File: src/fsc_pkg.sv
// fsc_pkg: constants, status layout and carriers for the serial flash
// erase/status command block; shared by the design and its bench.
package fsc_pkg;

    // opcodes
    localparam logic [7:0] OP_SECTOR_ERASE     = 8'h20;
    localparam logic [7:0] OP_CHIP_ERASE_A     = 8'h60;
    localparam logic [7:0] OP_CHIP_ERASE_B     = 8'hc7;
    localparam logic [7:0] OP_STATUS_READ      = 8'h05;
    localparam logic [7:0] OP_LATCH_SET        = 8'h06;
    localparam logic [7:0] OP_LATCH_CLEAR      = 8'h04;
    localparam logic [7:0] OP_STATUS_WRITE_ARM = 8'h50;
    localparam logic [7:0] OP_STATUS_WRITE     = 8'h01;

    // frame lengths in bits, opcode included
    localparam logic [5:0] BITS_OPCODE       = 6'h08;
    localparam logic [5:0] BITS_STATUS_WRITE = 6'h10;
    localparam logic [5:0] BITS_SECTOR_ERASE = 6'h20;
    localparam logic [5:0] BITS_MAX          = 6'h3f;

    // address layout
    localparam int         ADDR_MSB     = 19;
    localparam int         SECTOR_LSB   = 12;
    localparam int         SECTOR_W     = 8;
    localparam int         BLOCK_W      = 4;
    localparam logic [2:0] OUT_BIT_LAST = 3'h7;

    // self-timed cycle lengths (worst case)
    localparam longint unsigned CLK_MHZ               = 100;
    localparam longint unsigned SECTOR_ERASE_TIME_US  = 120000;
    localparam longint unsigned CHIP_ERASE_TIME_US    = 30000000;
    localparam longint unsigned STATUS_WRITE_TIME_US  = 10;
    localparam logic [31:0] SECTOR_ERASE_CYCLES = 32'(SECTOR_ERASE_TIME_US * CLK_MHZ);
    localparam logic [31:0] CHIP_ERASE_CYCLES   = 32'(CHIP_ERASE_TIME_US * CLK_MHZ);
    localparam logic [31:0] STATUS_WRITE_CYCLES = 32'(STATUS_WRITE_TIME_US * CLK_MHZ);

    // status byte, msb first on the wire
    typedef struct packed {
        logic       protect_lock_bit;
        logic [1:0] reserved;
        logic [2:0] block_protect;     // [2] two, [1] one, [0] zero
        logic       write_enable_latch;
        logic       busy;
    } fsc_status_t;

    localparam fsc_status_t STATUS_RESET = 8'h00;

    typedef struct packed {
        logic sck;
        logic cs_n;
        logic si;
        logic wp_n;
    } fsc_pins_t;

    localparam fsc_pins_t PINS_RESET = 4'h4;

    // request to the array: pulse plus what to clear to ff
    typedef struct packed {
        logic                req;
        logic                all;
        logic [SECTOR_W-1:0] sector_index;
    } fsc_erase_t;

    localparam fsc_erase_t ERASE_RESET = 10'h000;

    typedef enum {
        OP_IDLE,
        OP_SECTOR,
        OP_CHIP,
        OP_SWRITE
    } fsc_op_t;

endpackage

File: src/fsc_flash_ctrl.sv
// fsc_flash_ctrl: serial command front end for erase, status read,
// write-enable latch and status write with protect lockdown.
// assumes host pins are asynchronous to clk and sck is far slower than clk.
`timescale 1ns/1ns
`default_nettype none

// Contract
// - opcode 20h plus 24-bit address requests erase of one 4k sector
// - sector taken from address bit 19 down to bit 12, bits above 19 and below 12 ignored
// - finished sector erase sets that sector to ffh, others untouched
// - sector erase into a protected region is dropped
// - program and erase refused unless the write-enable latch is set
// - erase starts only when chip select rises after the full sequence
// - chip erase by opcode 60h or c7h, no address
// - finished chip erase sets every byte to ffh
// - chip erase dropped if any region is protected
// - erases self-timed, completion seen on the busy flag
// - status read accepted at any time, even while busy
// - status byte repeats on every further clock until chip select rises
// - host polls busy before new commands during an internal write
// - latch-set command sets the write-enable latch at chip select rise
// - latch-clear command clears the write-enable latch at chip select rise
// - arming only counts when the very next command is a status write
// - status write changes only three protect bits and the lock bit
// - status write ignored while write-protect low and lock bit is one
// - with write-protect low the lock bit may only go zero to one
// - permission checked at chip select rise: lock zero or pin high
// - one permitted write may set lock and change protect bits together
module fsc_flash_ctrl #(
    parameter logic [31:0] SECTOR_ERASE_CYCLES = fsc_pkg::SECTOR_ERASE_CYCLES,
    parameter logic [31:0] CHIP_ERASE_CYCLES   = fsc_pkg::CHIP_ERASE_CYCLES,
    parameter logic [31:0] STATUS_WRITE_CYCLES = fsc_pkg::STATUS_WRITE_CYCLES
) (
    input  wire logic                clk,
    input  wire logic                rst,
    input  wire logic                sck,
    input  wire logic                cs_n,
    input  wire logic                si,
    input  wire logic                wp_n,
    output var  logic                so,
    output var  logic                so_oe,
    output var  logic                busy,
    output var  fsc_pkg::fsc_status_t status,
    output var  fsc_pkg::fsc_erase_t  erase
);

    fsc_pkg::fsc_pins_t   pins_raw;
    logic [3:0]           sync1_ff;
    logic [3:0]           sync2_ff;
    logic [3:0]           sync3_ff;
    fsc_pkg::fsc_pins_t   filt_ff;
    fsc_pkg::fsc_pins_t   prev_ff;
    logic                 sck_rise;
    logic                 sck_fall;
    logic                 cs_fall;
    logic                 cs_rise;
    logic [5:0]           bit_cnt_ff;
    logic [31:0]          shift_ff;
    logic [7:0]           opcode_ff;
    logic                 reading_ff;
    logic [2:0]           out_idx_ff;
    logic [7:0]           snap_ff;
    logic                 so_ff;
    logic                 so_oe_ff;
    fsc_pkg::fsc_status_t status_ff;
    logic                 busy_ff;
    logic                 wel_ff;
    logic                 lock_ff;
    logic [2:0]           bp_ff;
    logic                 armed_ff;
    fsc_pkg::fsc_op_t     op_ff;
    logic [31:0]          timer_ff;
    fsc_pkg::fsc_erase_t  erase_ff;
    logic [fsc_pkg::SECTOR_W-1:0] sector_sel;
    logic                 len_opcode;
    logic                 may_write;
    logic                 exec_latch_set;
    logic                 exec_latch_clear;
    logic                 exec_arm;
    logic                 exec_sector;
    logic                 exec_chip;
    logic                 exec_swrite;
    logic                 cycle_done;

    // protected region: top blocks of the array, grows with the setting
    function automatic logic sector_protected(
        input logic [2:0]                   bp,
        input logic [fsc_pkg::SECTOR_W-1:0] sec
    );
        logic [fsc_pkg::BLOCK_W-1:0] blk;
        blk = sec[fsc_pkg::SECTOR_W-1 -: fsc_pkg::BLOCK_W];
        case (bp)
            3'h0:    sector_protected = 1'b0;
            3'h1:    sector_protected = (blk >= 4'hf);
            3'h2:    sector_protected = (blk >= 4'he);
            3'h3:    sector_protected = (blk >= 4'hc);
            3'h4:    sector_protected = (blk >= 4'h8);
            default: sector_protected = 1'b1;
        endcase
    endfunction

    assign pins_raw.sck  = sck;
    assign pins_raw.cs_n = cs_n;
    assign pins_raw.si   = si;
    assign pins_raw.wp_n = wp_n;

    // three-stage synchroniser per pin
    always_ff @(posedge clk) begin
        if (rst) begin
            sync1_ff <= fsc_pkg::PINS_RESET;
            sync2_ff <= fsc_pkg::PINS_RESET;
            sync3_ff <= fsc_pkg::PINS_RESET;
        end else begin
            sync1_ff <= pins_raw;
            sync2_ff <= sync1_ff;
            sync3_ff <= sync2_ff;
        end
    end

    // a pin change counts once stages two and three agree
    genvar gi;
    generate
        for (gi = 0; gi < 4; gi++) begin : g_filt
            always_ff @(posedge clk) begin
                if (rst) begin
                    filt_ff[gi] <= fsc_pkg::PINS_RESET[gi];
                    prev_ff[gi] <= fsc_pkg::PINS_RESET[gi];
                end else begin
                    if (sync2_ff[gi] == sync3_ff[gi]) begin
                        filt_ff[gi] <= sync3_ff[gi];
                    end
                    prev_ff[gi] <= filt_ff[gi];
                end
            end
        end
    endgenerate

    assign sck_rise = filt_ff.sck & ~prev_ff.sck & ~filt_ff.cs_n;
    assign sck_fall = ~filt_ff.sck & prev_ff.sck & ~filt_ff.cs_n;
    assign cs_fall  = ~filt_ff.cs_n & prev_ff.cs_n;
    assign cs_rise  = filt_ff.cs_n & ~prev_ff.cs_n;

    // input shifter, msb first on sck rise
    always_ff @(posedge clk) begin
        if (rst) begin
            bit_cnt_ff <= 6'h00;
            shift_ff   <= 32'h0000_0000;
            opcode_ff  <= 8'h00;
        end else if (cs_fall) begin
            bit_cnt_ff <= 6'h00;
        end else if (sck_rise) begin
            shift_ff <= {shift_ff[30:0], filt_ff.si};
            if (bit_cnt_ff != fsc_pkg::BITS_MAX) begin
                bit_cnt_ff <= bit_cnt_ff + 6'h01;
            end
            if (bit_cnt_ff == fsc_pkg::BITS_OPCODE - 6'h01) begin
                opcode_ff <= {shift_ff[6:0], filt_ff.si};
            end
        end
    end

    // status read: decoded even while busy, byte repeats until deselect
    always_ff @(posedge clk) begin
        if (rst) begin
            reading_ff <= 1'b0;
        end else if (cs_fall || cs_rise) begin
            reading_ff <= 1'b0;
        end else if (sck_rise && bit_cnt_ff == fsc_pkg::BITS_OPCODE - 6'h01 &&
                     {shift_ff[6:0], filt_ff.si} == fsc_pkg::OP_STATUS_READ) begin
            reading_ff <= 1'b1;
        end
    end

    // output shifter on sck fall; fresh status snapshot per byte
    always_ff @(posedge clk) begin
        if (rst) begin
            out_idx_ff <= 3'h0;
            snap_ff    <= 8'h00;
            so_ff      <= 1'b0;
            so_oe_ff   <= 1'b0;
        end else if (cs_fall || cs_rise) begin
            out_idx_ff <= 3'h0;
            so_oe_ff   <= 1'b0;
        end else if (sck_fall && reading_ff) begin
            so_oe_ff   <= 1'b1;
            out_idx_ff <= out_idx_ff + 3'h1;
            if (out_idx_ff == 3'h0) begin
                snap_ff <= status_ff;
                so_ff   <= status_ff[fsc_pkg::OUT_BIT_LAST];
            end else begin
                so_ff   <= snap_ff[fsc_pkg::OUT_BIT_LAST - out_idx_ff];
            end
        end
    end

    // command decode, all executed on the closing chip select edge
    assign sector_sel = shift_ff[fsc_pkg::ADDR_MSB:fsc_pkg::SECTOR_LSB];
    assign len_opcode = (bit_cnt_ff == fsc_pkg::BITS_OPCODE);
    assign may_write  = status_ff.write_enable_latch & ~status_ff.busy;

    assign exec_latch_set   = cs_rise & ~status_ff.busy & len_opcode &
                              (opcode_ff == fsc_pkg::OP_LATCH_SET);
    assign exec_latch_clear = cs_rise & ~status_ff.busy & len_opcode &
                              (opcode_ff == fsc_pkg::OP_LATCH_CLEAR);
    assign exec_arm         = cs_rise & ~status_ff.busy & len_opcode &
                              (opcode_ff == fsc_pkg::OP_STATUS_WRITE_ARM);
    assign exec_sector      = cs_rise & may_write &
                              (bit_cnt_ff == fsc_pkg::BITS_SECTOR_ERASE) &
                              (opcode_ff == fsc_pkg::OP_SECTOR_ERASE) &
                              ~sector_protected(status_ff.block_protect,
                                                sector_sel);
    assign exec_chip        = cs_rise & may_write & len_opcode &
                              ((opcode_ff == fsc_pkg::OP_CHIP_ERASE_A) |
                               (opcode_ff == fsc_pkg::OP_CHIP_ERASE_B)) &
                              (status_ff.block_protect == 3'h0);
    assign exec_swrite      = cs_rise & ~status_ff.busy &
                              (bit_cnt_ff == fsc_pkg::BITS_STATUS_WRITE) &
                              (opcode_ff == fsc_pkg::OP_STATUS_WRITE) &
                              (armed_ff | status_ff.write_enable_latch) &
                              ~(~filt_ff.wp_n & status_ff.protect_lock_bit);

    // arming lives for exactly one following command
    always_ff @(posedge clk) begin
        if (rst) begin
            armed_ff <= 1'b0;
        end else if (cs_rise && bit_cnt_ff != 6'h00) begin
            armed_ff <= exec_arm;
        end
    end

    // internal self-timed cycle
    assign cycle_done = (op_ff != fsc_pkg::OP_IDLE) && (timer_ff == 32'h0000_0001);

    // which operation is running
    always_ff @(posedge clk) begin
        if (rst) begin
            op_ff <= fsc_pkg::OP_IDLE;
        end else begin
            case (op_ff)
                fsc_pkg::OP_IDLE: begin
                    if (exec_sector) begin
                        op_ff <= fsc_pkg::OP_SECTOR;
                    end else if (exec_chip) begin
                        op_ff <= fsc_pkg::OP_CHIP;
                    end else if (exec_swrite) begin
                        op_ff <= fsc_pkg::OP_SWRITE;
                    end
                end
                fsc_pkg::OP_SECTOR, fsc_pkg::OP_CHIP, fsc_pkg::OP_SWRITE: begin
                    if (cycle_done) begin
                        op_ff <= fsc_pkg::OP_IDLE;
                    end
                end
                default: begin
                    op_ff <= fsc_pkg::OP_IDLE;
                end
            endcase
        end
    end

    // cycle length counter, loaded at launch
    always_ff @(posedge clk) begin
        if (rst) begin
            timer_ff <= 32'h0000_0000;
        end else if (op_ff == fsc_pkg::OP_IDLE) begin
            if (exec_sector) begin
                timer_ff <= SECTOR_ERASE_CYCLES;
            end else if (exec_chip) begin
                timer_ff <= CHIP_ERASE_CYCLES;
            end else if (exec_swrite) begin
                timer_ff <= STATUS_WRITE_CYCLES;
            end
        end else begin
            timer_ff <= timer_ff - 32'h0000_0001;
        end
    end

    // request to the array: pulse with the target, array fills with ff
    always_ff @(posedge clk) begin
        if (rst) begin
            erase_ff <= fsc_pkg::ERASE_RESET;
        end else begin
            erase_ff.req <= exec_sector | exec_chip;
            if (exec_sector) begin
                erase_ff.all          <= 1'b0;
                erase_ff.sector_index <= sector_sel;
            end else if (exec_chip) begin
                erase_ff.all          <= 1'b1;
                erase_ff.sector_index <= '0;
            end
        end
    end

    // busy flag: set at launch, dropped when the cycle ends
    always_ff @(posedge clk) begin
        if (rst) begin
            busy_ff <= fsc_pkg::STATUS_RESET.busy;
        end else if (exec_sector || exec_chip || exec_swrite) begin
            busy_ff <= 1'b1;
        end else if (cycle_done) begin
            busy_ff <= 1'b0;
        end
    end

    // write-enable latch
    always_ff @(posedge clk) begin
        if (rst) begin
            wel_ff <= fsc_pkg::STATUS_RESET.write_enable_latch;
        end else if (exec_latch_set) begin
            wel_ff <= 1'b1;
        end else if (exec_latch_clear || cycle_done) begin
            wel_ff <= 1'b0;
        end
    end

    // protect bits; lock can only fall while pin high, writes refused while lock set and pin low
    always_ff @(posedge clk) begin
        if (rst) begin
            bp_ff   <= fsc_pkg::STATUS_RESET.block_protect;
            lock_ff <= fsc_pkg::STATUS_RESET.protect_lock_bit;
        end else if (exec_swrite) begin
            bp_ff   <= shift_ff[4:2];
            lock_ff <= shift_ff[7];
        end
    end

    // status byte, reserved bits read as zero
    assign status_ff = {lock_ff, 2'h0, bp_ff, wel_ff, busy_ff};

    assign so     = so_ff;
    assign so_oe  = so_oe_ff;
    assign busy   = status_ff.busy;
    assign status = status_ff;
    assign erase  = erase_ff;

endmodule

`default_nettype wire

File: config.mk
export PLATFORM = sky130hd
export DESIGN_NAME = fsc_flash_ctrl
export DESIGN_NICKNAME = d
export VERILOG_FILES = /design/src/fsc_pkg.sv /design/src/fsc_flash_ctrl.sv
export SDC_FILE = /design/constraint.sdc
export NUM_CORES = 1
export LEC_CHECK = 0
export ABC_AREA = 0
export BUFFER_PORTS_ARGS = -buffer_cell sky130_fd_sc_hd__buf_2
export CAP_MARGIN = 10
export CORE_MARGIN = 2
export CORE_UTILIZATION = 63
export CTS_BUF_LIST = sky130_fd_sc_hd__clkbuf_8
export DETAILED_ROUTE_END_ITERATION = 16
export GPL_ROUTABILITY_DRIVEN = 0
export GPL_TIMING_DRIVEN = 0
export PLACE_DENSITY_LB_ADDON = 0.05
export SYNTH_ARGS = -nofsm -noshare
export SYNTH_HDL_FRONTEND = slang
export SYNTH_SLANG_ARGS = --single-unit
File: constraint.sdc
create_clock -name clk -period 3.2 [get_ports clk]
set_input_delay 0.64 -clock clk [delete_from_list [all_inputs] [get_ports clk]]
set_output_delay 0.64 -clock clk [all_outputs]
set_load 0.01 [all_outputs]
==> results.md, run 1 <==
* CP Launch Type: register
* Row count at 32
* Endpoints failing setup at 0
* Synth Area per Inst at 8.565 sq um
* Main area contributors after synthesis: dfxtp_1 45%, nand2_1 5.8%, a21oi_1 5.8%
* Initial antenna violation count at 0
* Crit path arrival time at 3.19 ns
* CP bufs+invs at 1
* Die width at 94.02 um
* Status: completed
* Die height at 94.02 um
* Root buffer cell: clkbuf_8
* Synth area leader: dfxtp_1
* Hold Path Depth at 2
* Post-DP HPWL at 8537 um
* Reg2Reg Launch Point: filt_ff[2]
* Worst path max stage delay at 0.48 ns
* Antenna Cells at 0
* EDFF count, synth at 0
* Library cells used by synthesis at 64
* Starting DRC count in detailed routing at 287
* Total GRT Usage at 29.38%
* Final hold vios at 0
* Clock transition at path regs at 0.07 ns
* Fin nets at 654
* Post-synthesis instance area at 5105 sq um
* Post-synthesis async set-or-reset flop share at 0%
* Max Slew Vio Count at 0
* Flops & latches, synth at 115
* # IOs at 27
* Reg2reg end: timer_ff[30]
* Clk_lat worst skew at 0.42 ns
* Min-delay src: cs_n
* H-tree depth at 4
* Drt first pass iters at 5
* Resize count post-CTS at 0
* Tightest Pin Transition at 0.8225 ns
* RSZ-0062 raised after global routing: false
* Total gr overflow at 0
* Synth Instances at 596
* Min Tclk post-route at 2.879 ns
* Vias in the first global route at 4193
* Pleak at 2.219 nW
* DRC at 0
* Final wirelength at 12290 um
* Clock Sinks at 115
* Avg Vias per Cell at 6.072
* CP max-delay cell: dfxtp_1
* Max-slew headroom at 44.71%
* Req. time, crit path at 3.51 ns
* FF-to-FF setup slack at 0.32 ns
* Register area share after synthesis at 45.10%
* Placed instance count at 723
* Initial Utilization at 65.38%
* Largest net degree at the start of global routing at 17
* Wire per inst at 16.28 um
* R2R cell count at 8
* Worst IR drop on VDD at 0.0004683 V
* IO buf count at 24
* Antenna violation net count after detailed routing at 0
* Die ar. at 8839 sq um
* Worst setup EP type: register
* Fmax at 347.4 MHz
* Power per Cell Area at 487.6 nW/um^2
* First-pass GRT wire length at 20260 um
* TritonCTS clock tree: built
* Max Cap Violations at 0
* Cell family with most CP delay: simple AND/OR/NAND/NOR gates
* Buffer count from post-CTS setup fixing at 0
* DR vias at 4584
* Post-synth top area share at 45.10%
* Hold Path End: sync1_ff[2]
* Yosys warning total at 0
* Core area at 7807 sq um
* Clock buffer depth at 2
* Setup Skew at 0.008714 ns
* Cts hold-fix bufs at 0
* Area Overhead vs Synth at 12.52%
* Layout cell share with drive strength beyond 1 at 14.24%
* Setup TNS at 0 ns
* Critical path, cell by cell: ha_1 > nor4b_2 > nand4_1 > a311oi_2 > nor4_2 > clkbuf_1 > o31ai_1 > a21oi_1
* Final Cycle Share at 89.96%
* Kind of critical path: register to register
* Worst-path fanout max at 10
* Non-Filler Instances at 755
* TritonCTS Buffers at 17
* Hold Crit Class: primary input to register
* Primary FF master, synth: dfxtp_1
==> state kept, by name, indices dropped and copies added (netlist names), 2 cells and up <==
signal	cells
sync2_ff	4
bp_ff	3
out_idx_ff	3
bit_cnt_ff	6
op_ff	2
sync3_ff	4
shift_ff	20
timer_ff	32
erase	10
opcode_ff	8
filt_ff	4
sync1_ff	4
snap_ff	6
prev_ff	2
==> metal layers <==
layer | share of wire (%) | routed length [um] | track usage, %
met1 | 45 | 5545 | 39.25
met2 | 46 | 5672 | 46.73
met3 | 6.5 | 805 | 6.260
met4 | 2.2 | 269 | 11.23
met5 | 0 | 0 | 0
==> cells in the mapped netlist (8+ instances only) <==
master / n
mux2i_1: 18
nor3_1: 10
ha_1: 8
nor2_1: 65
a31oi_1: 19
nor2b_1: 13
inv_1: 13
or2_2: 11
xor2_1: 8
dfxtp_1: 115
o21ai_0: 20
a21oi_1: 59
nand4_1: 10
nand2_1: 79
clkbuf_1: 22
nand3_1: 24
==> per-stage QoR <==
step | util [%] | hold slack, ns | cell area, sq um | power, mW | setup WS, ns
after floorplan | - | 0.3895 | 5109 | 1.501 | 0.7932
after global placement | 68.61 | 0.4001 | 5356 | 1.517 | 0.4209
after detailed placement | 68.61 | 0.4058 | 5356 | 1.518 | 0.3652
after CTS | 73.57 | 0.3914 | 5744 | 2.806 | 0.3375
after global routing | 73.57 | 0.4058 | 5744 | 2.880 | 0.08656
final | 73.57 | 0.4010 | 5744 | 2.801 | 0.3211
==> power by group <==
| part | switching, mW | total (mW) | internal (mW) |
|---|---|---|---|
| sequential | 0.00253 | 1.44 | 1.44 |
| combinational | 0.0333 | 0.0469 | 0.0136 |
| clock | 0.608 | 1.31 | 0.707 |
==> how the worst max path moves through the flow <==
stage / start / endpoint / slack (ns) / depth (start not counted)
after CTS: filt_ff[2] / timer_ff[30] / 0.34 / 8
after global routing: filt_ff[2] / timer_ff[30] / 0.09 / 8
after global placement: bit_cnt_ff[0] / timer_ff[18] / 0.42 / 9
final: filt_ff[2] / timer_ff[30] / 0.32 / 8
after floorplan: bit_cnt_ff[0] / timer_ff[31] / 0.79 / 9
after detailed placement: filt_ff[2] / timer_ff[21] / 0.37 / 7
==> cell type report <==
type,instances,area [sq um]
multi-input cells,437,2615
flip-flops and latches,115,2302
fillers,610,2063
clock buffers,18,247.7
plain buffers,32,142.6
clock inverters,14,140.1
well taps,102,127.6
repair buffers,24,120.1
inverters,13,48.80
==> worst reg2reg max path: stages, from the launching register on <==
cell	delay [ns]
dfxtp_1	0.48
ha_1	0.26
nor4b_2	0.45
nand4_1	0.25
a311oi_2	0.47
nor4_2	0.19
clkbuf_1	0.29
o31ai_1	0.29
a21oi_1	0.09
==> layout by cell type (no fill, tap or decap), drive strengths merged, types with 3 or more instances in the layout <==
cell type    n
a211oi       4
a21oi       59
a311o        3
a311oi       4
a31oi       19
and2         3
and3         5
buf         34
clkbuf      40
clkinv       6
clkinvlp     3
dfxtp      115
ha           8
inv         16
mux2i       18
nand2       79
nand2b       3
nand3       24
nand4       10
nand4b       3
nor2        65
nor2b       13
nor3        10
nor4        10
nor4b        9
o21ai       20
o31ai        5
or2         12
or3          8
or3b         3
or4          5
xor2         8
==> cell families (layout without fill, tap and decap cells) <==
group	after synthesis	in the layout	share of synthesized area, %
buffers and inverters	45	101	3.750
DFF	115	115	45.10
other	1	2	0.07346
adders and majority gates	8	8	1.961
and+or+nand+nor	271	271	28.51
muxes	19	19	3.971
xor gates and xnor gates	10	10	1.716
AOI/OAI and AO/OA	127	127	14.93
No activity file was read; power rests on OpenSTA's default activity.
==> run 2, diff against run 1 <==
==> constraint.sdc (replaced) <==
create_clock -name clk -period 3.2 [get_ports clk]
set_input_delay 0.16 -clock clk [delete_from_list [all_inputs] [get_ports clk]]
set_output_delay 0.16 -clock clk [all_outputs]
set_load 0.01 [all_outputs]
==> results.md, run 2 (same netlist as run 1, synthesis figures left out) <==
* Row count at 32 (unchanged)
* Cts hold-fix bufs at 4 (+4)
* Die width at 94.02 um (unchanged)
* Clock transition at path regs at 0.07 ns (about the same)
* Hold Crit Class: primary input to register
* Initial antenna violation count at 0 (unchanged)
* H-tree depth at 4 (unchanged)
* Worst path max stage delay at 0.47 ns (about the same)
* CP max-delay cell: dfxtp_1
* Endpoints failing setup at 0 (unchanged)
* IO buf count at 24 (unchanged)
* Worst setup EP type: register
* Starting DRC count in detailed routing at 304 (+5.9%)
* Post-DP HPWL at 8537 um (unchanged)
* Antenna violation net count after detailed routing at 0 (unchanged)
* Area Overhead vs Synth at 13.31%
* Max Slew Vio Count at 0 (unchanged)
* Placed instance count at 723 (unchanged)
* Final Cycle Share at 89.32% (-0.64 points)
* First-pass GRT wire length at 20310 um (+0.27%)
* Setup TNS at 0 ns (unchanged)
* # IOs at 27 (unchanged)
* Critical path, cell by cell: ha_1 > nor4b_2 > nand4_1 > a311oi_2 > nor4_2 > clkbuf_1 > o31ai_1 > a21oi_1
* RSZ-0062 raised after global routing: false
* DRC at 0 (unchanged)
* Total gr overflow at 0 (unchanged)
* Layout cell share with drive strength beyond 1 at 14.16% (-0.087 points)
* Resize count post-CTS at 0 (unchanged)
* Antenna Cells at 0 (unchanged)
* Clock Sinks at 115 (unchanged)
* Largest net degree at the start of global routing at 17 (unchanged)
* Most common cell after layout, fill and taps aside: dfxtp_1
* Max reg flops at 32 (unchanged)
* Final wirelength at 12400 um (+0.84%)
* Power per Cell Area at 485.2 nW/um^2 (-0.50%)
* Kind of critical path: register to register
* Final hold vios at 0 (unchanged)
* Initial Utilization at 65.38% (unchanged)
* Min Tclk post-route at 2.858 ns (-0.02052 ns)
* Top reg by flops: timer_ff
* Root buffer cell: clkbuf_8
* DR vias at 4591 (+0.15%)
* Buffer count from post-CTS setup fixing at 0 (unchanged)
* TritonCTS clock tree: built
* Drt first pass iters at 5 (unchanged)
* Pleak at 2.236 nW (+0.75%)
* CP bufs+invs at 1 (unchanged)
* Crit path arrival time at 3.17 ns (-0.02 ns)
* Power consumption at 2.806 mW (+0.20%)
* Non-Filler Instances at 759 (+0.53%)
* TritonCTS Buffers at 17 (unchanged)
* Worst-path fanout max at 10 (unchanged)
* Core area at 7807 sq um (unchanged)
* Avg Vias per Cell at 6.049 (-0.38%)
* Die ar. at 8839 sq um (unchanged)
* Fmax at 349.9 MHz (+0.72%)
* Cell family with most CP delay: simple AND/OR/NAND/NOR gates
* Wire per inst at 16.33 um (+0.31%)
* Fin nets at 658 (+0.61%)
* Req. time, crit path at 3.51 ns (about the same)
* Die height at 94.02 um (unchanged)
* Worst IR drop on VDD at 0.0004698 V (+0.32%)
* FF-to-FF setup slack at 0.34 ns (+0.02 ns)
* CP Launch Type: register
* Tightest Pin Transition at 0.8194 ns (-0.003115 ns)
* Total GRT Usage at 29.45% (+0.068 points)
* Max-slew headroom at 44.92% (+0.21 points)
* Status: completed
* Most frequent cells in the layout: 115 x dfxtp_1, 79 x nand2_1, 65 x nor2_1
* Clk_lat worst skew at 0.42 ns (about the same)
* Clock buffer depth at 2 (unchanged)
* Setup Skew at 0.009105 ns (+0.0003902 ns)
* Max Cap Violations at 0 (unchanged)
* Vias in the first global route at 4207 (+0.33%)
run 2: changes by cell type in the layout (fill, tap and decap cells not counted):
cell,change
dlygate4sd3_1,+4
run 2: per-stage QoR:
stage	instance area, sq um	setup WS [ns]	hold WS (ns)	utilization, %
floorplan	5109	0.7932	0.2638	-
global placement	5356	0.4209	0.3490	68.61
detailed placement	5356	0.3652	0.3515	68.61
CTS	5784	0.3375	0.2242	74.09
global route	5784	0.08656	0.2672	74.09
finish	5784	0.3417	0.2395	74.09
run 2: worst reg2reg max path, cell delays in order, from the launching register on:
cell	delay [ns]
dfxtp_1	0.47
ha_1	0.25
nor4b_2	0.44
nand4_1	0.25
a311oi_2	0.47
nor4_2	0.19
clkbuf_1	0.29
o31ai_1	0.29
a21oi_1	0.09
run 2: area by class of cell:
class                      count  area (sq um)
multi-input combinational    437          2615
tap                          102         127.6
timing repair buffer          28         160.2
clock buffer                  18         247.7
fill                         605          2023
inverter                      13         48.80
clock inverter                14         140.1
sequential                   115          2302
buffer                        32         142.6
run 2: metal layers:
metal	vias to the layer above	share of wire [%]	GRT usage (%)
met4	0	1.8	11.23
met5	-	0	0
li1	2224	-	-
met1	2177	45	39.36
met2	167	47	46.85
met3	23	6.4	6.260
run 2: worst paths after layout:
kind              cells past startpoint      endpoint   startpoint
setup / recovery                      8  timer_ff[30]   filt_ff[2]
hold / removal                        3   timer_ff[7]          rst
setup reg to reg                      8  timer_ff[30]   filt_ff[2]
hold reg to reg                       1   sync2_ff[2]  sync1_ff[2]
run 2: power by group:
part / total [mW] / switching, mW / internal [mW] / leakage, nW
Combinational: 0.0504 / 0.0336 / 0.0167 / 1.11
Clock: 1.32 / 0.610 / 0.707 / 0.197
Sequential: 1.44 / 0.00250 / 1.44 / 0.928
Total: 2.81 / 0.646 / 2.16 / 2.24
